===== src/rtl/acr_pkg.sv =====
// shared constants, encodings and carrier types of the converter control block
package acr_pkg;

	localparam int         ACR_DATA_W     = 32;
	localparam int         ACR_ADDR_W     = 8;
	localparam int         ACR_RES_W      = 12;
	localparam int         ACR_CH_W       = 5;

	// register byte offsets
	localparam logic [7:0] ACR_OFF_SC1    = 8'h00;
	localparam logic [7:0] ACR_OFF_SC2    = 8'h04;
	localparam logic [7:0] ACR_OFF_RES_HI = 8'h08;
	localparam logic [7:0] ACR_OFF_RES_LO = 8'h0c;
	localparam logic [7:0] ACR_OFF_CV_HI  = 8'h10;
	localparam logic [7:0] ACR_OFF_CV_LO  = 8'h14;
	localparam logic [7:0] ACR_OFF_CFG    = 8'h18;

	// status/control one fields
	localparam int         ACR_SC1_FLAG   = 7;
	localparam int         ACR_SC1_IEN    = 6;
	localparam int         ACR_SC1_CONT   = 5;
	localparam int         ACR_SC1_CH_HI  = 4;
	localparam int         ACR_SC1_CH_LO  = 0;

	// status/control two fields
	localparam int         ACR_SC2_ACT    = 7;
	localparam int         ACR_SC2_TRG    = 6;
	localparam int         ACR_SC2_CMPEN  = 5;
	localparam int         ACR_SC2_GE     = 4;

	// configuration: resolution field
	localparam int         ACR_CFG_MODE_HI = 3;
	localparam int         ACR_CFG_MODE_LO = 2;

	// reset values
	localparam logic [7:0] ACR_SC1_RST    = 8'h1f;
	localparam logic [7:0] ACR_SC2_RST    = 8'h00;
	localparam logic [7:0] ACR_CV_RST     = 8'h00;
	localparam logic [7:0] ACR_RES_RST    = 8'h00;
	localparam logic [1:0] ACR_MODE_RST   = 2'h0;

	// channel codes
	localparam logic [4:0] ACR_CH_LAST_AD = 5'h1b;
	localparam logic [4:0] ACR_CH_RSVD    = 5'h1c;
	localparam logic [4:0] ACR_CH_REFH    = 5'h1d;
	localparam logic [4:0] ACR_CH_REFL    = 5'h1e;
	localparam logic [4:0] ACR_CH_OFF     = 5'h1f;

	// resolution codes
	localparam logic [1:0] ACR_MODE_8     = 2'h0;
	localparam logic [1:0] ACR_MODE_12    = 2'h1;
	localparam logic [1:0] ACR_MODE_10    = 2'h2;
	localparam logic [1:0] ACR_MODE_RSVD  = 2'h3;

	localparam logic [11:0] ACR_MASK_8    = 12'h0ff;
	localparam logic [11:0] ACR_MASK_10   = 12'h3ff;
	localparam logic [11:0] ACR_MASK_12   = 12'hfff;

	localparam logic [1:0] ACR_RESP_OKAY  = 2'h0;
	localparam logic [1:0] ACR_RESP_SLVERR = 2'h2;

	typedef enum logic [2:0] {
		ACR_S_OFF  = 3'b001,
		ACR_S_IDLE = 3'b010,
		ACR_S_CONV = 3'b100
	} acr_state_t;

	// request to the analog converter
	typedef struct packed {
		logic       start;
		logic       abort;
		logic       powered;
		logic [4:0] channel;
		logic [1:0] mode;
	} acr_conv_req_t;

	// answer from the analog converter
	typedef struct packed {
		logic        done;
		logic [11:0] result;
	} acr_conv_rsp_t;

endpackage


===== src/rtl/acr_top.sv =====
// converter control, result and compare registers behind an AXI4-Lite slave
`timescale 1ns/1ns
module acr_top
	import acr_pkg::*;
(
	input  wire logic                  aclk,
	input  wire logic                  aresetn,
	input  wire logic [ACR_ADDR_W-1:0] s_axi_awaddr,
	input  wire logic [2:0]            s_axi_awprot,
	input  wire logic                  s_axi_awvalid,
	output logic                       s_axi_awready,
	input  wire logic [ACR_DATA_W-1:0] s_axi_wdata,
	input  wire logic [3:0]            s_axi_wstrb,
	input  wire logic                  s_axi_wvalid,
	output logic                       s_axi_wready,
	output logic [1:0]                 s_axi_bresp,
	output logic                       s_axi_bvalid,
	input  wire logic                  s_axi_bready,
	input  wire logic [ACR_ADDR_W-1:0] s_axi_araddr,
	input  wire logic [2:0]            s_axi_arprot,
	input  wire logic                  s_axi_arvalid,
	output logic                       s_axi_arready,
	output logic [ACR_DATA_W-1:0]      s_axi_rdata,
	output logic [1:0]                 s_axi_rresp,
	output logic                       s_axi_rvalid,
	input  wire logic                  s_axi_rready,
	input  wire logic                  hw_trigger_in,
	input  wire acr_conv_rsp_t         conv_rsp,
	output acr_conv_req_t              conv_req,
	output logic                       complete_irq
);
	// register index decode, shared by read and write paths
	function automatic logic [2:0] reg_sel(input logic [ACR_ADDR_W-1:0] a);
		logic [2:0] s;
		s = 3'h7;
		if (a[1:0] == 2'h0) begin
			unique case (a)
				ACR_OFF_SC1:    s = 3'h0;
				ACR_OFF_SC2:    s = 3'h1;
				ACR_OFF_RES_HI: s = 3'h2;
				ACR_OFF_RES_LO: s = 3'h3;
				ACR_OFF_CV_HI:  s = 3'h4;
				ACR_OFF_CV_LO:  s = 3'h5;
				ACR_OFF_CFG:    s = 3'h6;
				default:        s = 3'h7;
			endcase
		end
		return s;
	endfunction

	// bus slave state
	logic                  awready_q;
	logic                  wready_q;
	logic                  bvalid_q;
	logic [1:0]            bresp_q;
	logic                  arready_q;
	logic                  rvalid_q;
	logic [1:0]            rresp_q;
	logic [ACR_DATA_W-1:0] rdata_q;
	logic [ACR_ADDR_W-1:0] waddr_q;
	logic [7:0]            wbyte_q;
	logic                  wlane_q;
	logic                  aw_full_q;
	logic                  w_full_q;

	// software visible state
	logic                  flag_q;
	logic                  irq_en_q;
	logic                  cont_q;
	logic [4:0]            chan_q;
	logic                  trg_sel_q;
	logic                  cmp_en_q;
	logic                  cmp_ge_q;
	logic [7:0]            cv_hi_q;
	logic [7:0]            cv_lo_q;
	logic [1:0]            mode_q;
	logic [7:0]            res_hi_q;
	logic [7:0]            res_lo_q;
	logic                  lock_q;
	logic                  irq_q;

	// converter control
	acr_state_t            state_q;
	acr_state_t            state_d;
	logic                  start_q;
	logic                  abort_q;
	logic [2:0]            trg_q;

	// decoded events
	logic                  aw_hs;
	logic                  w_hs;
	logic                  ar_hs;
	logic                  wr_go;
	logic [2:0]            wsel;
	logic [2:0]            rsel;
	logic                  wr_en;
	logic                  wr_sc1;
	logic                  wr_sc2;
	logic                  wr_cfg;
	logic                  rd_hi;
	logic                  rd_lo;
	logic [4:0]            new_ch;
	logic                  new_off;
	logic                  trig_edge;
	logic                  conv_done;
	logic                  cmp_hit;
	logic [11:0]           res_val;
	logic                  accept;
	logic                  load_res;
	logic                  interlock;
	logic                  start_d;
	logic                  abort_d;
	logic                  flag_set;
	logic                  flag_clr;
	logic [7:0]            rd_byte;
	logic [7:0]            sc1_rd;
	logic [7:0]            sc2_rd;
	logic [7:0]            cfg_rd;

	assign aw_hs    = s_axi_awvalid & awready_q;
	assign w_hs     = s_axi_wvalid & wready_q;
	assign ar_hs    = s_axi_arvalid & arready_q;
	assign wr_go    = aw_full_q & w_full_q & ~bvalid_q;
	assign wsel     = reg_sel(waddr_q);
	assign rsel     = reg_sel(s_axi_araddr);
	assign wr_en    = wr_go & wlane_q;
	assign wr_sc1   = wr_en & (wsel == 3'h0);
	assign wr_sc2   = wr_en & (wsel == 3'h1);
	assign wr_cfg   = wr_en & (wsel == 3'h6);
	assign rd_hi    = ar_hs & (rsel == 3'h2);
	assign rd_lo    = ar_hs & (rsel == 3'h3);
	assign new_ch   = wbyte_q[ACR_SC1_CH_HI:ACR_SC1_CH_LO];
	assign new_off  = new_ch == ACR_CH_OFF;

	// trigger pin: two-stage synchroniser, then rising edge
	assign trig_edge = trg_q[1] & ~trg_q[2];
	// a done that coincides with a restarting write belongs to the aborted run
	assign conv_done = conv_rsp.done & (state_q == ACR_S_CONV) & ~wr_sc1;

	acr_compare u_cmp (
		.mode    (mode_q),
		.raw     (conv_rsp.result),
		.cv_high (cv_hi_q),
		.cv_low  (cv_lo_q),
		.ge_sel  (cmp_ge_q),
		.result  (res_val),
		.hit     (cmp_hit)
	);

	// result accepted when compare off or compare true
	assign accept    = conv_done & (~cmp_en_q | cmp_hit);
	// high read locks loads in every mode but 8-bit
	assign interlock = lock_q & (mode_q != ACR_MODE_8);
	assign load_res  = accept & ~interlock;
	assign flag_set  = accept;
	assign flag_clr  = wr_sc1 | rd_lo;

	// conversion sequencer
	always_comb begin
		state_d = state_q;
		start_d = 1'b0;
		abort_d = 1'b0;
		if (wr_sc1) begin
			abort_d = state_q == ACR_S_CONV;
			if (new_off) begin
				state_d = ACR_S_OFF;
			end else if (!trg_sel_q) begin
				state_d = ACR_S_CONV;
				start_d = 1'b1;
			end else begin
				state_d = ACR_S_IDLE;
			end
		end else begin
			unique case (state_q)
				ACR_S_OFF: begin
					state_d = ACR_S_OFF;
				end
				ACR_S_IDLE: begin
					if (trg_sel_q && trig_edge) begin
						state_d = ACR_S_CONV;
						start_d = 1'b1;
					end
				end
				ACR_S_CONV: begin
					if (conv_done && cont_q) begin
						start_d = 1'b1;
					end else if (conv_done) begin
						state_d = ACR_S_IDLE;
					end
				end
				default: begin
					state_d = ACR_S_OFF;
				end
			endcase
		end
	end

	// read data select; reserved bits read zero
	assign sc1_rd = {flag_q, irq_en_q, cont_q, chan_q};
	assign sc2_rd = {state_q == ACR_S_CONV, trg_sel_q, cmp_en_q,
	                 cmp_ge_q, 4'h0};
	assign cfg_rd = {4'h0, mode_q, 2'h0};
	assign rd_byte = (rsel == 3'h0) ? sc1_rd :
	                 (rsel == 3'h1) ? sc2_rd :
	                 (rsel == 3'h2) ? res_hi_q :
	                 (rsel == 3'h3) ? res_lo_q :
	                 (rsel == 3'h4) ? cv_hi_q :
	                 (rsel == 3'h5) ? cv_lo_q :
	                 (rsel == 3'h6) ? cfg_rd : 8'h00;

	// write address and data holding
	always_ff @(posedge aclk) begin
		if (!aresetn) begin
			awready_q <= 1'b1;
			wready_q  <= 1'b1;
			aw_full_q <= 1'b0;
			w_full_q  <= 1'b0;
			waddr_q   <= '0;
			wbyte_q   <= 8'h00;
			wlane_q   <= 1'b0;
		end else begin
			if (aw_hs) begin
				awready_q <= 1'b0;
				aw_full_q <= 1'b1;
				waddr_q   <= s_axi_awaddr;
			end
			if (w_hs) begin
				wready_q <= 1'b0;
				w_full_q <= 1'b1;
				wbyte_q  <= s_axi_wdata[7:0];
				wlane_q  <= s_axi_wstrb[0];
			end
			if (wr_go) begin
				awready_q <= 1'b1;
				wready_q  <= 1'b1;
				aw_full_q <= 1'b0;
				w_full_q  <= 1'b0;
			end
		end
	end

	// write response and read channel
	always_ff @(posedge aclk) begin
		if (!aresetn) begin
			bvalid_q  <= 1'b0;
			bresp_q   <= ACR_RESP_OKAY;
			arready_q <= 1'b1;
			rvalid_q  <= 1'b0;
			rresp_q   <= ACR_RESP_OKAY;
			rdata_q   <= '0;
		end else begin
			if (wr_go) begin
				bvalid_q <= 1'b1;
				bresp_q  <= (wsel == 3'h7) ? ACR_RESP_SLVERR : ACR_RESP_OKAY;
			end else if (s_axi_bready) begin
				bvalid_q <= 1'b0;
			end
			if (ar_hs) begin
				arready_q <= 1'b0;
				rvalid_q  <= 1'b1;
				rresp_q   <= (rsel == 3'h7) ? ACR_RESP_SLVERR : ACR_RESP_OKAY;
				rdata_q   <= {24'h000000, rd_byte};
			end else if (rvalid_q && s_axi_rready) begin
				arready_q <= 1'b1;
				rvalid_q  <= 1'b0;
			end
		end
	end

	// control and compare registers
	always_ff @(posedge aclk) begin
		if (!aresetn) begin
			irq_en_q  <= ACR_SC1_RST[ACR_SC1_IEN];
			cont_q    <= ACR_SC1_RST[ACR_SC1_CONT];
			chan_q    <= ACR_SC1_RST[ACR_SC1_CH_HI:ACR_SC1_CH_LO];
			trg_sel_q <= ACR_SC2_RST[ACR_SC2_TRG];
			cmp_en_q  <= ACR_SC2_RST[ACR_SC2_CMPEN];
			cmp_ge_q  <= ACR_SC2_RST[ACR_SC2_GE];
			cv_hi_q   <= ACR_CV_RST;
			cv_lo_q   <= ACR_CV_RST;
			mode_q    <= ACR_MODE_RST;
		end else begin
			if (wr_sc1) begin
				irq_en_q <= wbyte_q[ACR_SC1_IEN];
				cont_q   <= wbyte_q[ACR_SC1_CONT];
				chan_q   <= new_ch;
			end
			// bits 3:0 are not stored; software keeps them zero
			if (wr_sc2) begin
				trg_sel_q <= wbyte_q[ACR_SC2_TRG];
				cmp_en_q  <= wbyte_q[ACR_SC2_CMPEN];
				cmp_ge_q  <= wbyte_q[ACR_SC2_GE];
			end
			if (wr_en && wsel == 3'h4) begin
				cv_hi_q <= wbyte_q;
			end
			if (wr_en && wsel == 3'h5) begin
				cv_lo_q <= wbyte_q;
			end
			// stale results are left as they are after this
			if (wr_cfg) begin
				mode_q <= wbyte_q[ACR_CFG_MODE_HI:ACR_CFG_MODE_LO];
			end
		end
	end

	// results, interlock, flag and interrupt
	always_ff @(posedge aclk) begin
		if (!aresetn) begin
			res_hi_q <= ACR_RES_RST;
			res_lo_q <= ACR_RES_RST;
			lock_q   <= 1'b0;
			flag_q   <= 1'b0;
			irq_q    <= 1'b0;
		end else begin
			if (load_res) begin
				res_hi_q <= {4'h0, res_val[11:8]};
				res_lo_q <= res_val[7:0];
			end
			if (rd_lo) begin
				lock_q <= 1'b0;
			end else if (rd_hi && mode_q != ACR_MODE_8) begin
				lock_q <= 1'b1;
			end
			// a set in the clearing cycle wins
			flag_q <= flag_set | (flag_q & ~flag_clr);
			irq_q  <= (flag_set | (flag_q & ~flag_clr)) &
			          (wr_sc1 ? wbyte_q[ACR_SC1_IEN] : irq_en_q);
		end
	end

	// sequencer state, strobes and trigger synchroniser
	always_ff @(posedge aclk) begin
		if (!aresetn) begin
			state_q <= ACR_S_OFF;
			start_q <= 1'b0;
			abort_q <= 1'b0;
			trg_q   <= 3'h0;
		end else begin
			state_q <= state_d;
			start_q <= start_d;
			abort_q <= abort_d;
			trg_q   <= {trg_q[1:0], hw_trigger_in};
		end
	end

	assign s_axi_awready    = awready_q;
	assign s_axi_wready     = wready_q;
	assign s_axi_bvalid     = bvalid_q;
	assign s_axi_bresp      = bresp_q;
	assign s_axi_arready    = arready_q;
	assign s_axi_rvalid     = rvalid_q;
	assign s_axi_rresp      = rresp_q;
	assign s_axi_rdata      = rdata_q;
	assign conv_req.start   = start_q;
	assign conv_req.abort   = abort_q;
	// converter powered only while converting
	assign conv_req.powered = state_q == ACR_S_CONV;
	assign conv_req.channel = chan_q;
	assign conv_req.mode    = mode_q;
	assign complete_irq     = irq_q;
endmodule


===== src/rtl/acr_compare.sv =====
// resolution masking and automatic compare of one finished conversion
`timescale 1ns/1ns
module acr_compare
	import acr_pkg::*;
(
	input  wire logic [1:0]  mode,
	input  wire logic [11:0] raw,
	input  wire logic [7:0]  cv_high,
	input  wire logic [7:0]  cv_low,
	input  wire logic        ge_sel,
	output logic      [11:0] result,
	output logic             hit
);
	logic [11:0] mask;
	logic [11:0] cv_full;
	logic        less;

	// unused high bits of the active width read zero
	assign mask    = (mode == ACR_MODE_8)  ? ACR_MASK_8 :
	                 (mode == ACR_MODE_10) ? ACR_MASK_10 : ACR_MASK_12;
	assign result  = raw & mask;
	// high compare byte drops out in 8-bit mode
	assign cv_full = {cv_high[3:0], cv_low} & mask;
	// unsigned compare at the active width
	assign less    = result < cv_full;
	// direction select
	assign hit     = ge_sel ? ~less : less;
endmodule


===== config.mk =====
export PLATFORM = sky130hd
export DESIGN_NAME = acr_top
export DESIGN_NICKNAME = d
export VERILOG_FILES = /design/src/rtl/acr_pkg.sv /design/src/rtl/acr_top.sv /design/src/rtl/acr_compare.sv
export SDC_FILE = /design/constraint.sdc
export NUM_CORES = 1
export LEC_CHECK = 0
export ABC_AREA = 1
export BUFFER_PORTS_ARGS = -buffer_cell sky130_fd_sc_hd__buf_2
export CAP_MARGIN = 5
export CELL_PAD_IN_SITES_DETAIL_PLACEMENT = 0
export CELL_PAD_IN_SITES_GLOBAL_PLACEMENT = 1
export CORE_ASPECT_RATIO = 1.1
export CORE_MARGIN = 2
export CORE_UTILIZATION = 39
export CTS_BUF_LIST = sky130_fd_sc_hd__clkbuf_16
export CTS_CLUSTER_DIAMETER = 150
export DETAILED_ROUTE_END_ITERATION = 8
export PLACE_DENSITY = 0.95
export SETUP_SLACK_MARGIN = 0.02
export SLEW_MARGIN = 20
export SYNTH_ARGS = -nofsm -noshare
export SYNTH_HDL_FRONTEND = slang
export SYNTH_HIERARCHICAL = 1
export SYNTH_SLANG_ARGS = --single-unit

===== constraint.sdc =====
create_clock -name aclk -period 6.15 [get_ports aclk]
set_input_delay 1.23 -clock aclk [delete_from_list [all_inputs] [get_ports aclk]]
set_output_delay 1.23 -clock aclk [all_outputs]
set_load 0.005 [all_outputs]

==> flow_summary.toml <==
[route]
wl_um = 10600
vias = 3899
via_per_inst = 4.85
drt-pass1-iter-count = 4
drtIter0Drc = 124
drc = 0
avgRoutedWirePerCell_um = 13.2
final_antenna_net_count = 0

[clock_network]
clk-insertion-delay-late_ns = 0.33
cts_tree = "built"
cts_buffers = 9
clock_path_buffers = 2
cts_max_level = 3
post_cts_buffers = 0
cts.sinks = 85
clk_pin_slew_worst_paths_ns = 0.06
cts_hold_buffers = 0
cts.repair.resized = 0
cts-root-buf = "clkbuf_16"

[grt]
grt_usage_pct = 17.8
grt_max_degree = 59
grt_pass1_vias = 3714
grt_pass1_wl_um = 17100
antenna_found_initial = 0
gr-total-overflow = 0

[power_and_ir_drop]
clkPwrFrac_pct = 44.7
finalPower_mw = 1.26
seq_power_share_pct = 46.3
peakVddDrop_v = 0.000131
p_sw_mw = 0.297
combPwrFrac_pct = 9.0
power.share.switching_pct = 23.7
power.density_nw_per_um2 = 254
p_int_mw = 0.958
p_leak_nw = 2.24

[floorplan]
start_util_pct = 40.0
dieArea_sq_um = 12100
die_h_um = 115
coreArea_sq_um = 11000
std_cell_rows = 40
pin_count = 131
die_x_um = 105

[yosys]
syn_avg_cell_area_sq_um = 7.34
yosys_warnings = 6
ys_seq_elements = 85
syn_inst = 597
yosysSeqAreaShare_pct = 38.8
synth_area_sq_um = 4380
yosysUniqueCellTypes = 43

[sta]
setup_viol = 0
slew_headroom_pct = 43.0
rsz0062_at_grt = "no"
min_period_ns = 3.24
post-route-period-util_pct = 52.7
worst_pin_slew_ns = 0.854
fmax_mhz = 309
finClkSkew_ns = 0.00694
hold_viol_final = 0
fin_setup_tns_ns = 0
finalMaxSlewViolations = 0

[worst_setup_path]
crit_path_max_fanout = 24
worstSetupPathType = "input pin to flop"
cp_data_arrival_time_ns = 3.44
worst_setup_path_end_kind = "flop"
start_kind = "input pin"
r2r_slack_ns = 3.19
cp.required_ns = 6.35

[layout]
antennaDiodeCount = 0
synthToLayoutAreaGrowth_pct = 12.8
fillCellCount = 1127
num-nets-final = 742
post_route_cells_drive_above_1_share_pct = 18.9

[placed_design]
hpwl_um = 7810
port_buffers = 71
place.gp.congestion = 0.913

[run_status]
status = "finished, final reports clean"

[run]
max_cap_viol_count = 0

[hold_path]
min_path_type = "flop to flop"
[worst max-delay path, stage by stage]
cell,delay [ns]
buf_2,0.10
nand2_1,0.05
inv_1,0.07
ha_1,0.29
nand2_1,0.09
nor2_2,0.14
nand2_1,0.08
nor2_1,0.09
nand2_1,0.08
nand2_1,0.07
nand2_1,0.05
nand2_1,0.07
or2_2,0.13
nand4_2,0.48
o21ai_0,0.36
a21oi_1,0.06
[metal layers]
metal	routed length, um	track usage [%]	up-vias
met1	4610	21.1	1765
li1	-	-	2000
met3	585	3.91	22
met2	5140	32.0	112
met5	0	0	-
met4	241	6.04	0
[cells by family after synthesis]
family                     Yosys count  synth area share [%]
AOI/OAI and AO/OA                  147                  18.4
adders and majority gates           11                  3.14
buffers and inverters              132                  15.6
DFF                                 85                  38.8
other                                1                0.0856
and+or+nand+nor                    221                  24.0
[registers in the layout, indices dropped and copies added, names as in the netlist, 3 cells and up]
register,cells
trg_q,3
wbyte_q,8
s_axi_rdata,8
res_lo_q,8
state_q,3
chan_q,5
waddr_q,8
res_hi_q,4
cv_hi_q,8
cv_lo_q,8
[placed cells by master, fill, tap and decap left out, types with 2 or more instances in the layout]
master / netlist / layout
a211oi_1: 2 / 2
dfxtp_1: 85 / 85
o22ai_1: 4 / 4
o211ai_1: 12 / 12
nand3_1: 34 / 34
inv_1: 72 / 75
inv_2: 5 / 5
conb_1: 1 / 26
nand3_2: 2 / 2
nor4_1: 2 / 2
buf_2: 3 / 71
nand2_2: 5 / 5
nor2_2: 8 / 8
ha_1: 11 / 11
bufinv_16: 0 / 2
nand4_1: 2 / 2
nor2_1: 48 / 48
o21ai_1: 16 / 16
a21oi_1: 65 / 65
nor3_2: 4 / 4
clkbuf_16: 0 / 9
o21ai_0: 41 / 41
clkinv_2: 1 / 2
a21oi_2: 4 / 4
nand2_1: 103 / 103
nor2_4: 2 / 2
[cells in the mapped netlist, drive strengths merged]
cell / number / area share, %
dfxtp: 85 / 39
buf: 45 / 8.1
conb: 1 / 0.086
o21ai: 57 / 6.5
inv: 77 / 6.6
clkbuf: 8 / 0.69
o211ai: 12 / 2.1
a21oi: 69 / 8.2
o31ai: 1 / 0.29
nand4: 3 / 0.57
a211oi: 2 / 0.34
or2: 3 / 0.43
nand3: 36 / 4.3
clkinv: 2 / 0.20
nor4: 3 / 0.77
nor3: 6 / 1.4
o311ai: 1 / 0.20
nor2: 59 / 6.2
nor3b: 1 / 0.17
o22ai: 4 / 0.57
nand2: 109 / 9.8
and3: 1 / 0.26
o2111ai: 1 / 0.20
ha: 11 / 3.1
[per-stage QoR]
stage	setup slack, ns	hold WS (ns)	std cells	utilization (%)	instance area (sq um)
after floorplan	3.22	0.390	622	-	4480
after global placement	2.64	0.397	788	42.3	4640
after detailed placement	2.57	0.404	788	42.3	4640
after CTS	2.90	0.418	804	45.1	4950
after global routing	2.63	0.435	804	45.1	4950
final	2.91	0.415	804	45.1	4950
[layout make-up]
cell class | instances | area (sq um) | share of cell area, %
tap | 147 | 184 | 3.72
sequential | 85 | 1700 | 34.4
timing repair buffer | 72 | 363 | 7.34
multi-input combinational | 405 | 2090 | 42.3
inverter | 79 | 298 | 6.02
clock buffer | 9 | 225 | 4.55
clock inverter | 7 | 83.8 | 1.69
[power by group through the flow]
| stage | Combinational [mW] | Sequential [mW] | Clock (mW) |
|---|---|---|---|
| after detailed placement | 0.113 | 0.594 | 0 |
| final | 0.113 | 0.582 | 0.561 |
| after global placement | 0.110 | 0.593 | 0 |
| after floorplan | 0.0909 | 0.591 | 0 |
| after global routing | 0.131 | 0.583 | 0.592 |
| after CTS | 0.114 | 0.582 | 0.567 |
[path summary, 6_finish.rpt]
path                startpoint          end  depth (start not counted)
setup / recovery  conv_rsp[11]  res_lo_q[2]                         16
hold / removal        trg_q[0]     trg_q[1]                          2
setup reg to reg     mode_q[0]  res_lo_q[2]                         14
hold reg to reg       trg_q[0]     trg_q[1]                          2
Power figures use the tool's default switching activity.
